$ cat src/common/artt_map.svh
// register offsets, field positions, reset values and divider counts
`ifndef ARTT_MAP_SVH
`define ARTT_MAP_SVH

// byte offsets of the register words
`define ARTT_OFS_CONTROL    8'h00
`define ARTT_OFS_CLKSEL     8'h04
`define ARTT_OFS_COUNT      8'h08
`define ARTT_OFS_RELOAD     8'h0c
`define ARTT_OFS_STATUS     8'h10
`define ARTT_OFS_MASK       8'h14

// timer_two_control fields
`define ARTT_CTL_HIGH_FLAG  7
`define ARTT_CTL_LOW_FLAG   6
`define ARTT_CTL_LOW_IRQ_EN 5
`define ARTT_CTL_SPLIT      3
`define ARTT_CTL_RUN        2
`define ARTT_CTL_EXT_SRC    0

// clock_select_register fields
`define ARTT_CKS_HIGH_FAST  1
`define ARTT_CKS_LOW_FAST   0

// mask register: timer interrupt enable sits on the high flag's bit
`define ARTT_MSK_TIMER_EN   7

// reset values
`define ARTT_RST_BYTE       8'h00
`define ARTT_RST_COUNT      16'h0000

// divider counts
`define ARTT_CORE_DIV       4'hc
`define ARTT_EXT_DIV        3'h7

// axi responses
`define ARTT_RESP_OKAY      2'h0
`define ARTT_RESP_SLVERR    2'h2

`endif

$ cat src/common/artt_pkg.sv
// types shared by the auto-reload timer
package artt_pkg;

  // register selected by a bus address
  typedef enum logic [2:0] {
    REG_CONTROL,
    REG_CLKSEL,
    REG_COUNT,
    REG_RELOAD,
    REG_STATUS,
    REG_MASK,
    REG_NONE
  } artt_reg_t;

endpackage : artt_pkg

$ cat src/rtl/artt_timer.sv
// auto-reload timer two with an axi4-lite register slave
// ****************************************************************
// ****************************************************************
`include "artt_map.svh"

module artt_timer (
  input  wire logic        aclk,         // core clock, 40 mhz
  input  wire logic        aresetn,      // synchronous reset
  input  wire logic        ext_osc,      // external oscillator pin
  input  wire logic [7:0]  awaddr,       // write address
  input  wire logic        awvalid,      // write address valid
  output logic             awready,      // write address ready
  input  wire logic [31:0] wdata,        // write data
  input  wire logic [3:0]  wstrb,        // write byte strobes
  input  wire logic        wvalid,       // write data valid
  output logic             wready,       // write data ready
  output logic [1:0]       bresp,        // write response
  output logic             bvalid,       // write response valid
  input  wire logic        bready,       // write response ready
  input  wire logic [7:0]  araddr,       // read address
  input  wire logic        arvalid,      // read address valid
  output logic             arready,      // read address ready
  output logic [31:0]      rdata,        // read data
  output logic [1:0]       rresp,        // read response
  output logic             rvalid,       // read data valid
  input  wire logic        rready,       // read data ready
  output logic             irq           // interrupt request, level
);

  // ****************************************************************
  // helpers
  // ****************************************************************

  // address to register decode, shared by read and write paths
  function automatic artt_pkg::artt_reg_t reg_of(input logic [7:0] a);
    case (a)
      `ARTT_OFS_CONTROL: reg_of = artt_pkg::REG_CONTROL;
      `ARTT_OFS_CLKSEL:  reg_of = artt_pkg::REG_CLKSEL;
      `ARTT_OFS_COUNT:   reg_of = artt_pkg::REG_COUNT;
      `ARTT_OFS_RELOAD:  reg_of = artt_pkg::REG_RELOAD;
      `ARTT_OFS_STATUS:  reg_of = artt_pkg::REG_STATUS;
      `ARTT_OFS_MASK:    reg_of = artt_pkg::REG_MASK;
      default:           reg_of = artt_pkg::REG_NONE;
    endcase
  endfunction : reg_of

  // count-clock pick: fast wins, else external or core over 12
  function automatic logic pick_tick(input logic fast, input logic ext,
                                     input logic t12, input logic tx);
    pick_tick = fast | (ext ? tx : t12);
  endfunction : pick_tick

  // ****************************************************************
  // state
  // ****************************************************************
  logic [7:0]  cnt_lo_reg, cnt_hi_reg, rl_lo_reg, rl_hi_reg;
  logic [7:0]  cnt_lo_next, cnt_hi_next;
  logic        high_flag_reg, low_flag_reg;
  logic        high_flag_next, low_flag_next;
  logic        low_irq_en_reg, split_reg, run_reg, ext_sel_reg;
  logic        high_fast_reg, low_fast_reg, timer_en_reg;
  logic [3:0]  div12_reg;
  logic        ext_s1_reg, ext_s2_reg, ext_s3_reg, ext_lvl_reg;
  logic [2:0]  ext_div_reg;
  logic        aw_hold_reg, w_hold_reg;
  logic [7:0]  aw_addr_reg;
  logic [31:0] w_data_reg;
  logic [3:0]  w_strb_reg;
  logic        awready_reg, wready_reg, bvalid_reg, arready_reg;
  logic        rvalid_reg, irq_reg;
  logic [1:0]  bresp_reg, rresp_reg;
  logic [31:0] rdata_reg;
  logic        set_hi, set_lo;

  // ****************************************************************
  // count clocks
  // ****************************************************************
  wire tick12   = (div12_reg == (`ARTT_CORE_DIV - 4'h1));
  wire ext_agr  = (ext_s2_reg == ext_s3_reg);
  wire ext_rise = ext_agr & ext_s3_reg & ~ext_lvl_reg;
  wire ext_tick = ext_rise & (ext_div_reg == `ARTT_EXT_DIV);
  wire tick_h   = pick_tick(high_fast_reg, ext_sel_reg,
                            tick12, ext_tick);
  wire tick_l   = pick_tick(low_fast_reg, ext_sel_reg,
                            tick12, ext_tick);

  // core prescaler and external synchroniser / divider by 8
  always_ff @(posedge aclk) begin
    if (!aresetn) begin
      div12_reg   <= 4'h0;
      ext_s1_reg  <= 1'b0;
      ext_s2_reg  <= 1'b0;
      ext_s3_reg  <= 1'b0;
      ext_lvl_reg <= 1'b0;
      ext_div_reg <= 3'h0;
    end else begin
      div12_reg   <= tick12 ? 4'h0 : div12_reg + 4'h1;
      ext_s1_reg  <= ext_osc;
      ext_s2_reg  <= ext_s1_reg;
      ext_s3_reg  <= ext_s2_reg;
      if (ext_agr) begin
        ext_lvl_reg <= ext_s3_reg;
      end
      if (ext_rise) begin
        ext_div_reg <= ext_div_reg + 3'h1;
      end
    end
  end

  // ****************************************************************
  // bus write side
  // ****************************************************************
  wire aw_take = awvalid & awready_reg;
  wire w_take  = wvalid & wready_reg;
  wire do_wr   = aw_hold_reg & w_hold_reg & ~bvalid_reg;
  artt_pkg::artt_reg_t wsel;
  assign wsel  = reg_of(aw_addr_reg);
  wire wr_ctl  = do_wr & (wsel == artt_pkg::REG_CONTROL) & w_strb_reg[0];
  wire wr_cks  = do_wr & (wsel == artt_pkg::REG_CLKSEL) & w_strb_reg[0];
  wire wr_cl   = do_wr & (wsel == artt_pkg::REG_COUNT) & w_strb_reg[0];
  wire wr_ch   = do_wr & (wsel == artt_pkg::REG_COUNT) & w_strb_reg[1];
  wire wr_rl   = do_wr & (wsel == artt_pkg::REG_RELOAD) & w_strb_reg[0];
  wire wr_rh   = do_wr & (wsel == artt_pkg::REG_RELOAD) & w_strb_reg[1];
  wire wr_sts  = do_wr & (wsel == artt_pkg::REG_STATUS) & w_strb_reg[0];
  wire wr_msk  = do_wr & (wsel == artt_pkg::REG_MASK) & w_strb_reg[0];
  wire wr_cnt  = wr_cl | wr_ch;
  // clears: control write of zero, or status write of one
  wire clr_hi  = (wr_ctl & ~w_data_reg[`ARTT_CTL_HIGH_FLAG]) |
                 (wr_sts & w_data_reg[`ARTT_CTL_HIGH_FLAG]);
  wire clr_lo  = (wr_ctl & ~w_data_reg[`ARTT_CTL_LOW_FLAG]) |
                 (wr_sts & w_data_reg[`ARTT_CTL_LOW_FLAG]);
  wire sw_hi   = wr_ctl & w_data_reg[`ARTT_CTL_HIGH_FLAG];
  wire sw_lo   = wr_ctl & w_data_reg[`ARTT_CTL_LOW_FLAG];

  // address and data are caught independently, in either order
  always_ff @(posedge aclk) begin
    if (!aresetn) begin
      aw_hold_reg <= 1'b0;
      w_hold_reg  <= 1'b0;
      awready_reg <= 1'b1;
      wready_reg  <= 1'b1;
      bvalid_reg  <= 1'b0;
      bresp_reg   <= `ARTT_RESP_OKAY;
      aw_addr_reg <= 8'h00;
      w_data_reg  <= 32'h0000_0000;
      w_strb_reg  <= 4'h0;
    end else begin
      if (aw_take) begin
        aw_addr_reg <= awaddr;
      end
      if (w_take) begin
        w_data_reg <= wdata;
        w_strb_reg <= wstrb;
      end
      aw_hold_reg <= aw_take | (aw_hold_reg & ~do_wr);
      w_hold_reg  <= w_take | (w_hold_reg & ~do_wr);
      awready_reg <= ~(aw_take | (aw_hold_reg & ~do_wr));
      wready_reg  <= ~(w_take | (w_hold_reg & ~do_wr));
      if (do_wr) begin
        bvalid_reg <= 1'b1;
        bresp_reg  <= (wsel == artt_pkg::REG_NONE) ?
                      `ARTT_RESP_SLVERR : `ARTT_RESP_OKAY;
      end else if (bready) begin
        bvalid_reg <= 1'b0;
      end
    end
  end

  // ****************************************************************
  // configuration registers
  // ****************************************************************
  always_ff @(posedge aclk) begin
    if (!aresetn) begin
      low_irq_en_reg <= 1'b0;
      split_reg      <= 1'b0;
      run_reg        <= 1'b0;
      ext_sel_reg    <= 1'b0;
      high_fast_reg  <= 1'b0;
      low_fast_reg   <= 1'b0;
      timer_en_reg   <= 1'b0;
      rl_lo_reg      <= `ARTT_RST_BYTE;
      rl_hi_reg      <= `ARTT_RST_BYTE;
    end else begin
      if (wr_ctl) begin
        low_irq_en_reg <= w_data_reg[`ARTT_CTL_LOW_IRQ_EN];
        split_reg      <= w_data_reg[`ARTT_CTL_SPLIT];
        run_reg        <= w_data_reg[`ARTT_CTL_RUN];
        ext_sel_reg    <= w_data_reg[`ARTT_CTL_EXT_SRC];
      end
      if (wr_cks) begin
        high_fast_reg <= w_data_reg[`ARTT_CKS_HIGH_FAST];
        low_fast_reg  <= w_data_reg[`ARTT_CKS_LOW_FAST];
      end
      if (wr_msk) begin
        timer_en_reg <= w_data_reg[`ARTT_MSK_TIMER_EN];
      end
      if (wr_rl) begin
        rl_lo_reg <= w_data_reg[7:0];
      end
      if (wr_rh) begin
        rl_hi_reg <= w_data_reg[15:8];
      end
    end
  end

  // ****************************************************************
  // counter
  // ****************************************************************
  wire lo_full = (cnt_lo_reg == 8'hff);
  wire hi_full = (cnt_hi_reg == 8'hff);

  // next count; a software write to a byte overrides the step
  always_comb begin
    cnt_lo_next = cnt_lo_reg;
    cnt_hi_next = cnt_hi_reg;
    set_hi      = 1'b0;
    set_lo      = 1'b0;
    if (!split_reg) begin
      if (run_reg & tick_l) begin
        set_lo = lo_full;
        if (lo_full & hi_full) begin
          cnt_lo_next = rl_lo_reg;
          cnt_hi_next = rl_hi_reg;
          set_hi      = 1'b1;
        end else begin
          {cnt_hi_next, cnt_lo_next} =
            {cnt_hi_reg, cnt_lo_reg} + 16'h0001;
        end
      end
    end else begin
      if (tick_l) begin
        set_lo      = lo_full;
        cnt_lo_next = lo_full ? rl_lo_reg : cnt_lo_reg + 8'h01;
      end
      if (run_reg & tick_h) begin
        set_hi      = hi_full;
        cnt_hi_next = hi_full ? rl_hi_reg : cnt_hi_reg + 8'h01;
      end
    end
    if (wr_cl) begin
      cnt_lo_next = w_data_reg[7:0];
    end
    if (wr_ch) begin
      cnt_hi_next = w_data_reg[15:8];
    end
  end

  // flags hold until software clears; a wrap in that cycle wins
  assign high_flag_next = set_hi | sw_hi |
                          (high_flag_reg & ~clr_hi);
  assign low_flag_next  = set_lo | sw_lo |
                          (low_flag_reg & ~clr_lo);

  // timer interrupt, low wrap only when also enabled
  wire irq_next = timer_en_reg &
                  (high_flag_reg | (low_irq_en_reg & low_flag_reg));

  always_ff @(posedge aclk) begin
    if (!aresetn) begin
      cnt_lo_reg    <= `ARTT_RST_BYTE;
      cnt_hi_reg    <= `ARTT_RST_BYTE;
      high_flag_reg <= 1'b0;
      low_flag_reg  <= 1'b0;
      irq_reg       <= 1'b0;
    end else begin
      cnt_lo_reg    <= cnt_lo_next;
      cnt_hi_reg    <= cnt_hi_next;
      high_flag_reg <= high_flag_next;
      low_flag_reg  <= low_flag_next;
      irq_reg       <= irq_next;
    end
  end

  // ****************************************************************
  // bus read side
  // ****************************************************************
  artt_pkg::artt_reg_t rsel;
  assign rsel = reg_of(araddr);
  wire ar_take = arvalid & arready_reg;
  wire [31:0] ctl_word = {24'h0, high_flag_reg, low_flag_reg,
                          low_irq_en_reg, 1'b0, split_reg, run_reg,
                          1'b0, ext_sel_reg};
  wire [31:0] rd_word =
    (rsel == artt_pkg::REG_CONTROL) ? ctl_word :
    (rsel == artt_pkg::REG_CLKSEL)  ? {30'h0, high_fast_reg,
                                       low_fast_reg} :
    (rsel == artt_pkg::REG_COUNT)   ? {16'h0, cnt_hi_reg, cnt_lo_reg} :
    (rsel == artt_pkg::REG_RELOAD)  ? {16'h0, rl_hi_reg, rl_lo_reg} :
    (rsel == artt_pkg::REG_STATUS)  ? {24'h0, high_flag_reg,
                                       low_flag_reg, 6'h00} :
    (rsel == artt_pkg::REG_MASK)    ? {24'h0, timer_en_reg, 7'h00} :
                                      32'h0000_0000;

  // one read in flight; data captured as the address is taken
  always_ff @(posedge aclk) begin
    if (!aresetn) begin
      arready_reg <= 1'b1;
      rvalid_reg  <= 1'b0;
      rdata_reg   <= 32'h0000_0000;
      rresp_reg   <= `ARTT_RESP_OKAY;
    end else if (ar_take) begin
      arready_reg <= 1'b0;
      rvalid_reg  <= 1'b1;
      rdata_reg   <= rd_word;
      rresp_reg   <= (rsel == artt_pkg::REG_NONE) ?
                     `ARTT_RESP_SLVERR : `ARTT_RESP_OKAY;
    end else if (rvalid_reg & rready) begin
      arready_reg <= 1'b1;
      rvalid_reg  <= 1'b0;
    end
  end

  assign awready = awready_reg;
  assign wready  = wready_reg;
  assign bvalid  = bvalid_reg;
  assign bresp   = bresp_reg;
  assign arready = arready_reg;
  assign rvalid  = rvalid_reg;
  assign rdata   = rdata_reg;
  assign rresp   = rresp_reg;
  assign irq     = irq_reg;
endmodule : artt_timer

$ cat config.mk
export PLATFORM = sky130hd
export DESIGN_NAME = artt_timer
export DESIGN_NICKNAME = d
export VERILOG_FILES = /design/src/common/artt_pkg.sv /design/src/rtl/artt_timer.sv
export VERILOG_INCLUDE_DIRS = /design/src /design/src/common
export SDC_FILE = /design/constraint.sdc
export NUM_CORES = 1
export LEC_CHECK = 0
export ABC_AREA = 1
export ABC_CLOCK_PERIOD_IN_PS = 4400
export BUFFER_PORTS_ARGS = -buffer_cell sky130_fd_sc_hd__buf_2
export CAP_MARGIN = 15
export CORE_UTILIZATION = 40
export CTS_CLUSTER_DIAMETER = 80
export DETAILED_ROUTE_END_ITERATION = 8
export HOLD_SLACK_MARGIN = 0.08
export SLEW_MARGIN = 10
export SYNTH_ARGS = -nofsm -noshare
export SYNTH_HDL_FRONTEND = slang
export SYNTH_SLANG_ARGS = --single-unit
$ cat constraint.sdc
create_clock -name aclk -period 4.4 [get_ports aclk]
set_input_delay 0.66 -clock aclk [delete_from_list [all_inputs] [get_ports aclk]]
set_output_delay 0.66 -clock aclk [all_outputs]
set_load 0.01 [all_outputs]
==> results.md <==
* Worst slew pin tran at ~0.74 ns
* Cts repair resizes at 0
* Comb pwr share at 0.089
* Global-route usage over all layers at 0.2019
* Largest area contributor in the netlist: dfxtp_1
* Most common cell after layout, fill and taps aside: nand2_1
* Wire per inst at 13.84 um
* Avg Inst Size Synth at 7.173 um^2
* TritonCTS clock tree: done
* Clock tree buffer depth at 2
* Net Sw Frac at 0.2675
* Root Buffer: clkbuf_16
* LEAKAGE at 2.602 nW
* Area of the multi-input gates at 2721 um^2
* Most frequent cells in the layout: nand2_1 (112), nor2_1 (106), dfxtp_1 (104)
* Crit-path max FO at 66
* Clock slew at reported path FFs at 0.07 ns
* Clock skew at 0.01234 ns
* Synth Register Bits at 104
* Clk sinks at around 100
* MaxCap Viol Count at 0
* Setup slack at placement at 1.692 ns
* H-Tree Level Count at 3
* RSZ-0062 raised after global routing: false
* Net switching power at 520.4 uW
* Slew Limit Fails at 0
* Io pins at 102
* Vias at 4906
* Asr flop ratio synth at 0
* Layout cells sized above 1 at 0.1791
* Hold Path Class: reg2reg
* EDFF count, synth at 0
* Clock Latency Late Sink at 0.35 ns
* Port Buf Inserts at 65
* Total congestion overflow at 0
* Critical path type: in2reg
* Initial antenna violation count at 0
* Pwr Total at 1.945 mW
* Tcrit/Tclk final at 0.5235
* Drt total wl at 13.51 mm
* Drt drc at 0
* Share of power burned in registers at 0.516
* Die width at 117.7 um
* Synthesis-to-layout area growth at 11.95%
* Pin count of the biggest net entering global routing at 67
* Slew headroom at 0.5062
* Final Worst Setup Slack at 2.097 ns
* Pwr dens at 324.7 nW/um^2
* Endpoint type of the worst setup path: flop
* Routability cong. at 0.9072
* Min cycle time layout at between 2 and 2.5 ns
* Sequential share of the synthesized area at 0.3891
* Critical Path RT at 4.66 ns
* Nets at 865
* Clock power frac at 0.395
* Peak VDD IR at approximately 0.27 mV
* Status: complete, no violations
* Syn Inst Count at 746
* Post-Synthesis Cell Area at between 5000 and 6000 um^2
* Initial drt markers at 296
* DRT Pass-1 Iters at 5
* Synth area leaders: dfxtp_1 (39%), nand2_1 (7.9%), nor2_1 (7.4%), inv_1 (5.8%), o21ai_0 (5.5%)
* DRT antenna net count at 0
* # rows at 41
* Initial Utilization at 0.4173
* Finish-stage setup viols at 0
* Ant. Diodes at 0
* Die area at 13850 um^2
* Vias/cell at 5.027
* Total CTS buffers at 9
* Storage element area at 2082 um^2
* Int Power at 1.425 mW
* Hold Buf Count CTS at 0
* Die Y at 117.7 um
* Synth Warn # at 0
* Dpl hpwl at 10.11 mm
* CP arrival at 2.57 ns
* Synth Flop Type: dfxtp_1
* Core ar. at 12820 um^2
* Number of setup buffers added after CTS at 0
* Number of global-route vias before repair at 4610
* Final hold vios at 0
* Setup TNS at 0 ns
* CP Launch Type: input port
* FILL cells at 1347
* Cell variety after synth at between 40 and 50
* Fmax at 434.2 MHz
* Worst hold slack at around 0.41 ns
* Global-route wire length before repair at 22.59 mm
* Area share of the largest cell type after synthesis at 0.3891
[kinds of logic (layout without fill, tap and decap cells)]
family	count (synthesis)	in the layout	share of synthesized area
buf+inv	135	176	0.1143
simple gates	325	325	0.2883
flops	104	104	0.3891
fa+ha+maj	6	6	0.01403
other cells	1	18	0.0007008
xor+xnor	9	9	0.01473
compound gates	166	166	0.1789
[synth_stat cells (2+ instances only)]
cell type,n
nor3_4,2
nor2_4,7
clkinv_1,2
nand3_1,40
nand4_1,5
o22ai_1,9
ha_1,6
a211oi_2,5
nand3_2,3
nor3_1,13
o21bai_1,5
buf_4,18
nor3_2,5
a211oi_1,4
nand2_2,10
xnor2_1,2
buf_6,4
nor2_2,9
o21ai_2,2
nand2_1,112
buf_2,6
o21ai_1,12
nor3b_1,3
inv_2,7
inv_1,83
o21ai_0,59
nor2_1,106
clkbuf_1,14
nand2_4,5
xor2_1,7
a21oi_2,3
o211ai_1,8
dfxtp_1,104
a21oi_1,56
[cell type report]
class | count | area share
Inverter | 92 | 0.05764
Clock inverter | 6 | 0.008354
Tap cell | 172 | 0.03592
Multi-Input combinational cell | 524 | 0.4543
Sequential cell | 104 | 0.3475
Clock buffer | 10 | 0.03822
Timing Repair Buffer | 68 | 0.05806
[critical path, stage by stage]
cell and delay [ns]:
buf_2 0.07, buf_4 0.48, clkinv_1 0.67, buf_4 0.43, a211oi_1 0.23
[power groups by stage]
| stage | clock network, mW | logic [mW] | registers (mW) |
|---|---|---|---|
| floorplan | 0 | 0.130 | 1.02 |
| global placement | 0 | 0.171 | 1.02 |
| detailed placement | 0 | 0.175 | 1.02 |
| CTS | 0.788 | 0.175 | 1.00 |
| global route | 0.830 | 0.197 | 1.01 |
| finish | 0.769 | 0.173 | 1.00 |
[metal layers]
| layer | up-vias | global-route usage | wire length, um |
|---|---|---|---|
| li1 | 2500 | - | - |
| met1 | 2230 | 0.2803 | 6438 |
| met2 | 161 | 0.3129 | 6028 |
| met3 | 15 | 0.03149 | 833 |
| met4 | 0 | 0.07692 | 212 |
| met5 | - | 0 | 0 |
[metrics by stage]
stage / util / instances / instance area, um^2
floorplan: - / 763 / 5415
finish: 0.4671 / 976 / 5991
global placement: 0.4454 / 960 / 5712
detailed placement: 0.4454 / 960 / 5712
global route: 0.4671 / 976 / 5991
CTS: 0.4671 / 976 / 5991
[worst paths after layout]
path | startpoint | endpoint | slack (ns) | cells after the start
min reg2reg | ext_s1_reg$_SDFF_PN0_ | ext_s2_reg$_SDFF_PN0_ | 0.41 | 2
max reg2reg | cnt_hi_reg[0]$_SDFFE_PN0P_ | cnt_hi_reg[1]$_SDFFE_PN0P_ | 2.28 | 11
max | aresetn | rl_hi_reg[4]$_SDFFE_PN0P_ | 2.10 | 5
min | ext_s1_reg$_SDFF_PN0_ | ext_s2_reg$_SDFF_PN0_ | 0.41 | 2
(Power assumes the default switching activity.)
